### src/logic/nor_host_pkg.sv
// constants for the parallel nor flash host controller
// assumes a 20 MHz clock; delays are converted to cycles rounding up
`default_nettype none
package nor_host_pkg;
  // ==========================================================================
  // organisation
  localparam int ADDR_W        = 26;               // word address, 1Gb part
  localparam int DATA_W        = 16;
  localparam int BLOCK_WORDS_W = 16;               // 64KW per block
  localparam int PAGE_W        = 4;                // 16 words per page
  localparam int CLK_NS        = 50;
  // ==========================================================================
  // timing in ns, cycle counts rounded up, never below one
  localparam int RESET_LOW_NS        = 500;
  localparam int RESET_TO_READ_NS    = 200;
  localparam int RESET_TO_WRITE_NS   = 200;
  localparam int RANDOM_ACCESS_NS    = 100;
  localparam int PAGE_ACCESS_NS      = 20;
  localparam int WRITE_PULSE_NS      = 50;
  localparam int WRITE_RECOVER_NS    = 50;
  localparam int RESET_LOW_CYC      = (RESET_LOW_NS + CLK_NS - 1) / CLK_NS;
  localparam int RESET_TO_READ_CYC  = (RESET_TO_READ_NS + CLK_NS - 1) / CLK_NS;
  localparam int RESET_TO_WRITE_CYC = (RESET_TO_WRITE_NS + CLK_NS - 1) / CLK_NS;
  localparam int SYNC_CYC           = 2;  // read data passes two flops before it is used
  localparam int RANDOM_ACCESS_CYC  = (RANDOM_ACCESS_NS + CLK_NS - 1) / CLK_NS + SYNC_CYC;
  localparam int PAGE_ACCESS_CYC    = (PAGE_ACCESS_NS + CLK_NS - 1) / CLK_NS + SYNC_CYC;
  localparam int WRITE_PULSE_CYC    = (WRITE_PULSE_NS + CLK_NS - 1) / CLK_NS;
  localparam int WRITE_RECOVER_CYC  = (WRITE_RECOVER_NS + CLK_NS - 1) / CLK_NS;
  localparam int CNT_W              = 8;
  // ==========================================================================
  typedef enum logic [2:0] {
    ST_RESET = 3'b000,
    ST_WAKE  = 3'b001,
    ST_IDLE  = 3'b010,
    ST_READ  = 3'b011,
    ST_WRLOW = 3'b100,
    ST_WRREC = 3'b101
  } state_t;
endpackage : nor_host_pkg
`default_nettype wire

### src/logic/nor_host.sv
// host controller driving an asynchronous parallel nor flash over its pins
// assumes one 20 MHz clock, the flash on the pins, a user that handshakes
// requests with reqValid/reqReady and sees a one-cycle rspValid for reads
//
// Behaviour
// device array is uniform 64KW blocks; host addresses are flat
// block n spans n times block size plus in-block offset
// reads may target array, registers, extended block or query area
// pages are 16 words; A[3:0] and low byte address pick within page
// page reads work in extended block and query area too
// read: address out, select and output strobe low, write strobe high
// after select rises and falls again, wait full random access time
// every bus write goes to the command interface only
// address latched on later falling edge of select or write strobe
// data latched on first rising edge of select or write strobe
// output strobe stays high throughout each write cycle
// write protect low keeps the top or bottom block locked
// strobe glitches under 3ns are ignored by the device
// select high in read mode gives standby, data lines float
// select high during program or erase does not give standby
// output strobe high floats the data lines
// reset low deselects the device and floats its outputs
// after reset release wait reset-to-read and reset-to-write delays
// device leaves reset in read-array mode, polling register clear
// reset during program or erase aborts it within abort time
// width select low means bytes, high means words
// shared top pin is data 15 in words, low address in bytes
// open-drain ready/busy low while program or erase runs
// delays are host clock cycle counts rounded up
`default_nettype none
module nor_host (
  input  wire logic                              clk,
  input  wire logic                              srst,
  // user side
  input  wire logic                              reqValid,
  input  wire logic                              reqWrite,
  input  wire logic [nor_host_pkg::ADDR_W-1:0]   reqAddr,
  input  wire logic [nor_host_pkg::DATA_W-1:0]   reqData,
  input  wire logic                              byteMode,
  input  wire logic                              protectEdge,
  input  wire logic                              resetReq,
  output logic                                   reqReady,
  output logic                                   rspValid,
  output logic [nor_host_pkg::DATA_W-1:0]        rspData,
  output logic                                   flashBusy,
  // flash pins
  output logic [nor_host_pkg::ADDR_W-1:0]        flashAddr,
  output logic                                   chipSelN,
  output logic                                   outStrobeN,
  output logic                                   writeStrobeN,
  output logic                                   resetN,
  output logic                                   writeProtN,
  output logic                                   wordSel,
  input  wire logic [nor_host_pkg::DATA_W-2:0]   dataIn,
  output logic [nor_host_pkg::DATA_W-2:0]        dataOut,
  output logic                                   dataOeN,
  input  wire logic                              top_data_or_low_addrIn,
  output logic                                   top_data_or_low_addrOut,
  output logic                                   top_data_or_low_addrOeN,
  input  wire logic                              ready_busy_od
);
  // ==========================================================================
  // input synchronisers
  logic [nor_host_pkg::DATA_W-1:0] dataMeta_ff, dataSync_ff;
  logic                            busyMeta_ff, busySync_ff;

  always_ff @(posedge clk) begin
    dataMeta_ff <= {top_data_or_low_addrIn, dataIn};
    dataSync_ff <= dataMeta_ff;
    busyMeta_ff <= ~ready_busy_od;
    busySync_ff <= busyMeta_ff;
  end

  // ==========================================================================
  // bus sequencer
  nor_host_pkg::state_t            state_ff, nxt_state;
  logic [nor_host_pkg::CNT_W-1:0]  cnt_ff, nxt_cnt;
  logic [nor_host_pkg::CNT_W-1:0]  wakeCnt_ff, nxt_wakeCnt;
  logic                            pageOpen_ff, nxt_pageOpen;
  logic [nor_host_pkg::ADDR_W-nor_host_pkg::PAGE_W-1:0] pageTag_ff, nxt_pageTag;
  logic                            byteMode_ff, nxt_byteMode;
  logic                            isWrite_ff, nxt_isWrite;
  logic [nor_host_pkg::DATA_W-1:0] wrData_ff, nxt_wrData;
  logic [nor_host_pkg::ADDR_W-1:0] addr_ff, nxt_addr;
  logic                            rspValid_ff, nxt_rspValid;
  logic [nor_host_pkg::DATA_W-1:0] rspData_ff, nxt_rspData;
  logic                            reqReady_ff, nxt_reqReady;
  logic                            take;

  localparam logic [nor_host_pkg::CNT_W-1:0] RST_LOW =
    nor_host_pkg::CNT_W'(nor_host_pkg::RESET_LOW_CYC);
  localparam logic [nor_host_pkg::CNT_W-1:0] WAKE_RD =
    nor_host_pkg::CNT_W'(nor_host_pkg::RESET_TO_READ_CYC);
  localparam logic [nor_host_pkg::CNT_W-1:0] WAKE_WR =
    nor_host_pkg::CNT_W'(nor_host_pkg::RESET_TO_WRITE_CYC);
  localparam logic [nor_host_pkg::CNT_W-1:0] RAND_ACC =
    nor_host_pkg::CNT_W'(nor_host_pkg::RANDOM_ACCESS_CYC);
  localparam logic [nor_host_pkg::CNT_W-1:0] PAGE_ACC =
    nor_host_pkg::CNT_W'(nor_host_pkg::PAGE_ACCESS_CYC);
  localparam logic [nor_host_pkg::CNT_W-1:0] WR_PULSE =
    nor_host_pkg::CNT_W'(nor_host_pkg::WRITE_PULSE_CYC);
  localparam logic [nor_host_pkg::CNT_W-1:0] WR_REC =
    nor_host_pkg::CNT_W'(nor_host_pkg::WRITE_RECOVER_CYC);
  localparam logic [nor_host_pkg::CNT_W-1:0] WAKE_MAX = (WAKE_RD > WAKE_WR) ? WAKE_RD : WAKE_WR;

  assign take = reqValid && reqReady_ff;

  always_comb begin
    nxt_state    = state_ff;
    nxt_cnt      = cnt_ff;
    nxt_wakeCnt  = wakeCnt_ff;
    nxt_pageOpen = pageOpen_ff;
    nxt_pageTag  = pageTag_ff;
    nxt_byteMode = byteMode_ff;
    nxt_isWrite  = isWrite_ff;
    nxt_wrData   = wrData_ff;
    nxt_addr     = addr_ff;
    nxt_rspValid = 1'b0;
    nxt_rspData  = rspData_ff;
    nxt_reqReady = 1'b0;
    unique case (state_ff)
      nor_host_pkg::ST_RESET: begin
        // reset pin held low long enough for the device to abort and deselect
        nxt_pageOpen = 1'b0;
        if (cnt_ff >= RST_LOW && !resetReq) begin
          nxt_state   = nor_host_pkg::ST_WAKE;
          nxt_wakeCnt = '0;
        end else if (cnt_ff < RST_LOW) begin
          nxt_cnt = cnt_ff + 1'b1;
        end
      end
      nor_host_pkg::ST_WAKE: begin
        // the later of both wake delays covers reads and writes alike
        nxt_wakeCnt = wakeCnt_ff + 1'b1;
        if (wakeCnt_ff + 1'b1 >= WAKE_MAX) begin
          nxt_state    = nor_host_pkg::ST_IDLE;
          nxt_reqReady = 1'b1;
        end
      end
      nor_host_pkg::ST_IDLE: begin
        nxt_reqReady = 1'b1;
        if (take) begin
          nxt_reqReady = 1'b0;
          nxt_addr     = reqAddr;
          nxt_byteMode = byteMode;
          nxt_isWrite  = reqWrite;
          nxt_wrData   = reqData;
          nxt_cnt      = '0;
          if (reqWrite) begin
            // write strobe falls with select, or after it if a page read left select low: address captured there
            nxt_pageOpen = 1'b0;
            nxt_state    = nor_host_pkg::ST_WRLOW;
          end else begin
            nxt_state = nor_host_pkg::ST_READ;
            // page timing only while select stayed low and the page is unchanged
            nxt_pageOpen = pageOpen_ff && (byteMode == byteMode_ff) &&
                           (reqAddr[nor_host_pkg::ADDR_W-1:nor_host_pkg::PAGE_W] == pageTag_ff);
            nxt_pageTag = reqAddr[nor_host_pkg::ADDR_W-1:nor_host_pkg::PAGE_W];
          end
        end else begin
          // dropping select ends the page; next read is a random access
          nxt_pageOpen = 1'b0;
        end
        if (resetReq) begin
          nxt_state    = nor_host_pkg::ST_RESET;
          nxt_cnt      = '0;
          nxt_reqReady = 1'b0;
        end
      end
      nor_host_pkg::ST_READ: begin
        nxt_cnt = cnt_ff + 1'b1;
        if (cnt_ff + 1'b1 >= (pageOpen_ff ? PAGE_ACC : RAND_ACC)) begin
          nxt_rspValid = 1'b1;
          nxt_rspData  = byteMode_ff ? {8'h00, dataSync_ff[7:0]} : dataSync_ff;
          nxt_pageOpen = 1'b1;
          nxt_state    = nor_host_pkg::ST_IDLE;
          nxt_reqReady = 1'b1;
        end
      end
      nor_host_pkg::ST_WRLOW: begin
        nxt_cnt = cnt_ff + 1'b1;
        if (cnt_ff + 1'b1 >= WR_PULSE) begin
          // the write strobe rises first, capturing data while select stays low
          nxt_state = nor_host_pkg::ST_WRREC;
          nxt_cnt   = '0;
        end
      end
      nor_host_pkg::ST_WRREC: begin
        nxt_cnt = cnt_ff + 1'b1;
        if (cnt_ff + 1'b1 >= WR_REC) begin
          nxt_state    = nor_host_pkg::ST_IDLE;
          nxt_reqReady = 1'b1;
        end
      end
      default: begin
        nxt_state = nor_host_pkg::ST_RESET;
        nxt_cnt   = '0;
      end
    endcase
  end

  always_ff @(posedge clk) begin
    if (srst) begin
      state_ff    <= nor_host_pkg::ST_RESET;
      cnt_ff      <= '0;
      wakeCnt_ff  <= '0;
      pageOpen_ff <= 1'b0;
      pageTag_ff  <= '0;
      byteMode_ff <= 1'b0;
      isWrite_ff  <= 1'b0;
      wrData_ff   <= '0;
      addr_ff     <= '0;
      rspValid_ff <= 1'b0;
      rspData_ff  <= '0;
      reqReady_ff <= 1'b0;
    end else begin
      state_ff    <= nxt_state;
      cnt_ff      <= nxt_cnt;
      wakeCnt_ff  <= nxt_wakeCnt;
      pageOpen_ff <= nxt_pageOpen;
      pageTag_ff  <= nxt_pageTag;
      byteMode_ff <= nxt_byteMode;
      isWrite_ff  <= nxt_isWrite;
      wrData_ff   <= nxt_wrData;
      addr_ff     <= nxt_addr;
      rspValid_ff <= nxt_rspValid;
      rspData_ff  <= nxt_rspData;
      reqReady_ff <= nxt_reqReady;
    end
  end

  // ==========================================================================
  // pin registers: every strobe is a whole clock wide, far above glitch length
  logic nxtCs, nxtOe, nxtWe, nxtDrive;

  always_comb begin
    nxtCs    = 1'b1;
    nxtOe    = 1'b1;
    nxtWe    = 1'b1;
    nxtDrive = 1'b0;
    unique case (nxt_state)
      nor_host_pkg::ST_READ: begin
        nxtCs = 1'b0;
        nxtOe = 1'b0;
      end
      nor_host_pkg::ST_WRLOW: begin
        nxtCs    = 1'b0;
        nxtWe    = 1'b0;
        nxtDrive = 1'b1;
      end
      nor_host_pkg::ST_WRREC: begin
        // select released one clock after the write strobe, data held over it
        nxtCs    = (nxt_cnt != '0);
        nxtDrive = 1'b1;
      end
      default: begin
        nxtCs = ~nxt_pageOpen;
      end
    endcase
  end

  always_ff @(posedge clk) begin
    if (srst) begin
      chipSelN                <= 1'b1;
      outStrobeN              <= 1'b1;
      writeStrobeN            <= 1'b1;
      resetN                  <= 1'b0;
      writeProtN              <= 1'b0;
      wordSel                 <= 1'b1;
      flashAddr               <= '0;
      dataOut                 <= '0;
      dataOeN                 <= 1'b1;
      top_data_or_low_addrOut <= 1'b0;
      top_data_or_low_addrOeN <= 1'b1;
      flashBusy               <= 1'b0;
      reqReady                <= 1'b0;
      rspValid                <= 1'b0;
      rspData                 <= '0;
    end else begin
      chipSelN     <= nxtCs;
      outStrobeN   <= nxtOe;
      writeStrobeN <= nxtWe;
      resetN       <= (nxt_state != nor_host_pkg::ST_RESET);
      writeProtN   <= ~protectEdge;
      wordSel      <= ~nxt_byteMode;
      // byte mode: request address shifts down one bit, low bit rides on the shared pin
      flashAddr    <= nxt_byteMode ? {1'b0, nxt_addr[nor_host_pkg::ADDR_W-1:1]} : nxt_addr;
      dataOut      <= nxt_wrData[nor_host_pkg::DATA_W-2:0];
      dataOeN      <= ~nxtDrive;
      top_data_or_low_addrOut <= nxt_byteMode ? nxt_addr[0] : nxt_wrData[nor_host_pkg::DATA_W-1];
      top_data_or_low_addrOeN <= ~(nxt_byteMode || nxtDrive);
      flashBusy    <= busySync_ff;
      reqReady     <= nxt_reqReady;
      rspValid     <= nxt_rspValid;
      rspData      <= nxt_rspData;
    end
  end
endmodule : nor_host
`default_nettype wire

### config.mk
export PLATFORM = sky130hd
export DESIGN_NAME = nor_host
export DESIGN_NICKNAME = d
export VERILOG_FILES = /design/src/logic/nor_host_pkg.sv /design/src/logic/nor_host.sv
export SDC_FILE = /design/constraint.sdc
export NUM_CORES = 1
export LEC_CHECK = 0
export BUFFER_PORTS_ARGS = -buffer_cell sky130_fd_sc_hd__buf_2
export CAP_MARGIN = 15
export CORE_MARGIN = 2
export CORE_UTILIZATION = 54
export DETAILED_ROUTE_END_ITERATION = 16
export PLACE_DENSITY = 0.79
export SYNTH_ARGS = -nofsm -noshare
export SYNTH_HDL_FRONTEND = slang
export SYNTH_SLANG_ARGS = --single-unit
### constraint.sdc
create_clock -name clk -period 2.6 [get_ports clk]
set_input_delay 0 -clock clk [delete_from_list [all_inputs] [get_ports clk]]
set_output_delay 0 -clock clk [all_outputs]
set_load 0.02 [all_outputs]
==> summary.md <==
| Metric | Value |
|---|---|
| Status | completed |
| Main combinational cell family by area after synthesis | simple AND/OR/NAND/NOR gates |
| Final Hold Fails | 0 |
| Initial drt markers | 255 |
| Slew headroom | 56.9% |
| Mux cell area share after synthesis | 9.38% |
| Crit-path max FO | 8 |
| Chip height | 114 um |
| Final Slew Violations | 0 |
| Tot GR Track Use | 23.9% |
| Crit path DAT | 2.65 ns |
| Initial antenna violation count | 1 |
| Compound-cell area share of the yosys netlist | 10.9% |
| Crit end category | flip-flop |
| Synth Area in Adders | 1.52% |
| Post-synth top flop | dfxtp_1 |
| Mean area per synthesized cell | 9.61 sq um |
| Vias in the first global route | 5,167 |
| WHS Endpoint | reqReady |
| R2R setup slack | 0.25 ns |
| Vias per cell | 5.32 |
| Global-route wire length before repair | 24.7 mm |
| Synthesized area | 6590 sq um |
| FF-to-FF path depth | 11 |
| CP Class | reg -> reg |
| IO Port Bufs | 134 |
| DR pass1 iterations | 5 |
| Synth Instances | 686 |
| Peak supply drop | 0.000441 V |
| Crit-path max cell delay | 0.39 ns |
| Crit path top cell by count | ha_1 |
| RePlAce Congestion | 0.857 |
| Number of synthesized flops with an enable pin | 0 |
| Hold Crit Start | srst |
| TritonCTS buffer count | 17 |
| Post-DRT Antenna Nets | 0 |
| Fin crit period | 2.35 ns |
| YS warnings | 0 |
| # IOs | 135 |
| Worst-Skew Late Latency | 0.43 ns |
| Clock sink total | 173 |
| WP data required | 2.90 ns |
| Power density over the cells | 643 nW/um^2 |
| Fraction of layout cells with a size suffix above 1 | 25.0% |
| Most common cell after layout, fill and taps aside | dfxtp_1 |
| # rows | 40 |
| Core area | 12,000 sq um |
| # DRC | 0 |
| Cell internal pwr | 4.31 mW |
| MaxCap Viol Count | 0 |
| DPL Wire Length | 9.67 mm |
| Combinational Power Share | 4.4% |
| Clock buffer depth | 2 |
| Worst R2R Start | cnt_ff[0] |
| Most frequent cells in the layout | 171 x dfxtp_1, 134 x buf_2, 99 x nand2_1 |
| Post-synth net total | 760 |
| Ant. Diodes | 0 |
| H-tree Lvls | 4 |
| Remaining Overflow, GRT | 0 |
| Total die area | 13,100 sq um |
| Synth Area in XOR/XNOR | 3.59% |
| CP max stage cell | dfxtp_2 |
| Leakage power | 3.81 nW |
| Clock power frac | 46.0% |
| Reg2reg end | resetN |
| Wire per inst | 15.1 um |
| Switching power share of the total | 20.8% |
| Root Driver | clkbuf_16 |
| Worst Setup Start Kind | flip-flop |
| Period utilization | 90.4% |
| Clock Skew | 0.00923 ns |
| Hold_ws | 0.0489 ns |
| Largest net degree at the start of global routing | 96 |
| Register area share after synthesis | 52.5% |
| Fill cell count | 832 |
| CP Cell Sequence | ha_1 > nand2b_1 > nand2_1 > ha_1 > a21o_1 > a31oi_1 > a2bb2o_1 > nand3_1 > o211a_4 > nor2_1 > or3_1 |
| Initial Util | 55.1% |
| Synth cell types | 57 |
| Total net switching power | 1.13 mW |
| Synth Register Bits | 173 |
| Final setup vio count | 0 |
| Max Clk Rate | 0.425 GHz |
| Sequential power share | 49.6% |
| Worst Hold Path Cells | 3 |
| Die Wd | 114 um |
| Worst Hold Class | in -> reg |
| Synth Area in Simple Gates | 17.0% |
| Async S/R FF share, synth | 0% |
| Worst Tran Pin Value | 0.643 ns |
| Clock transition at path regs | 0.06 ns |
| Final WL | 15.3 mm |
| CTS tree | built |
| Setup_tns | 0 ns |
| Area grow syn2layout | 28.4% |
| Total Nets Final | 929 |
| Via count | 5,391 |
| Unrepaired setup endpoints after global routing | no |
## worst max-delay path: cells and delay by family, from the launching register on
family / cells / cell delay [ns]
DFF: 1 / 0.39
AOI/OAI and AO/OA: 4 / 0.63
and+or+nand+nor: 5 / 0.71
adders and majority gates: 2 / 0.51
## power groups by stage
stage                     clock network [mW]  registers [mW]  logic (mW)
after floorplan                            0            2.75      0.0766
after global routing                    2.65            2.70       0.261
final                                   2.50            2.70       0.241
after detailed placement                   0            2.76       0.165
after global placement                     0            2.76       0.160
after CTS                               2.55            2.70       0.237
## synthesized netlist by cell type (4+ instances only)
cell type	n	area [sq um]
a31oi_1	6	37.5
o31ai_1	4	30.0
nor4_1	5	31.3
a21oi_1	65	325
dfxtp_1	173	3460
xor2_1	20	175
ha_1	8	100
nand2b_1	8	50.1
clkbuf_1	24	90.1
nor3b_1	7	52.6
inv_1	10	37.5
nor3_1	4	20.0
buf_4	16	120
mux2_2	27	304
nand3_1	11	55.1
nor2_1	63	236
buf_2	12	60.1
mux2i_1	30	300
o21ai_0	14	70.1
xnor2_1	7	61.3
nand2_1	99	372
nand4_1	5	31.3
a211oi_1	5	37.5
a22oi_1	6	45.0
nand3b_1	6	45.0
## state kept, by name (all words and copies together), names as in the netlist, 3 cells and up
name / count
wrData_ff: 16
cnt_ff: 8
dataMeta_ff: 16
pageTag_ff: 22
dataSync_ff: 16
flashAddr: 26
rspData: 16
addr_ff: 26
state_ff: 3
wakeCnt_ff: 8
## layout make-up
cell class | count | area, sq um | area share, %
flip-flops and latches | 173 | 3470 | 40.9
clock buffers | 23 | 478 | 5.64
clock inverters | 8 | 109 | 1.29
repair buffers | 206 | 1390 | 16.4
inverters | 10 | 37.5 | 0.443
multi-input cells | 447 | 2810 | 33.1
well taps | 147 | 184 | 2.17
## per-stage QoR
stage	setup WS [ns]	total power, mW	instance area [sq um]	instances	util [%]
detailed placement	0.184	2.92	7260	922	60.7
finish	0.249	5.45	8470	1014	70.8
global route	0.0587	5.61	8470	1014	70.8
global placement	0.278	2.92	7260	922	60.7
CTS	0.159	5.49	8460	1014	70.7
floorplan	0.397	2.83	6590	686	-
## cell families after synthesis
| kind of cell | after synthesis |
|---|---|
| compound gates | 119 |
| xor+xnor | 27 |
| fa+ha+maj | 8 |
| buf+inv | 66 |
| flops | 173 |
| mux | 58 |
| simple gates | 235 |
## metal layers
layer	up-vias	routed length [um]	GRT usage, %
met2	168	7580	41.5
met4	2	304	9.67
li1	2665	-	-
met5	-	13	0
met3	30	871	6.19
met1	2526	6500	28.1
## how the worst max path moves through the flow
| stage | slack, ns | end | from | cells past startpoint |
|---|---|---|---|---|
| after CTS | 0.16 | chipSelN | cnt_ff[0] | 11 |
| after detailed placement | 0.18 | chipSelN | cnt_ff[0] | 11 |
| after floorplan | 0.40 | resetN | cnt_ff[0] | 11 |
| final | 0.25 | resetN | cnt_ff[0] | 11 |
| after global placement | 0.28 | resetN | cnt_ff[0] | 11 |
| after global routing | 0.06 | chipSelN | cnt_ff[0] | 11 |
## what timing repair did
action,4_1_cts,5_1_grt
hold buffers,61,0
setup endpoints to repair,0,5
resized for setup,0,3
endpoints found under the hold margin,83,0
setup buffers,0,0
Power figures use the tool's default switching activity.
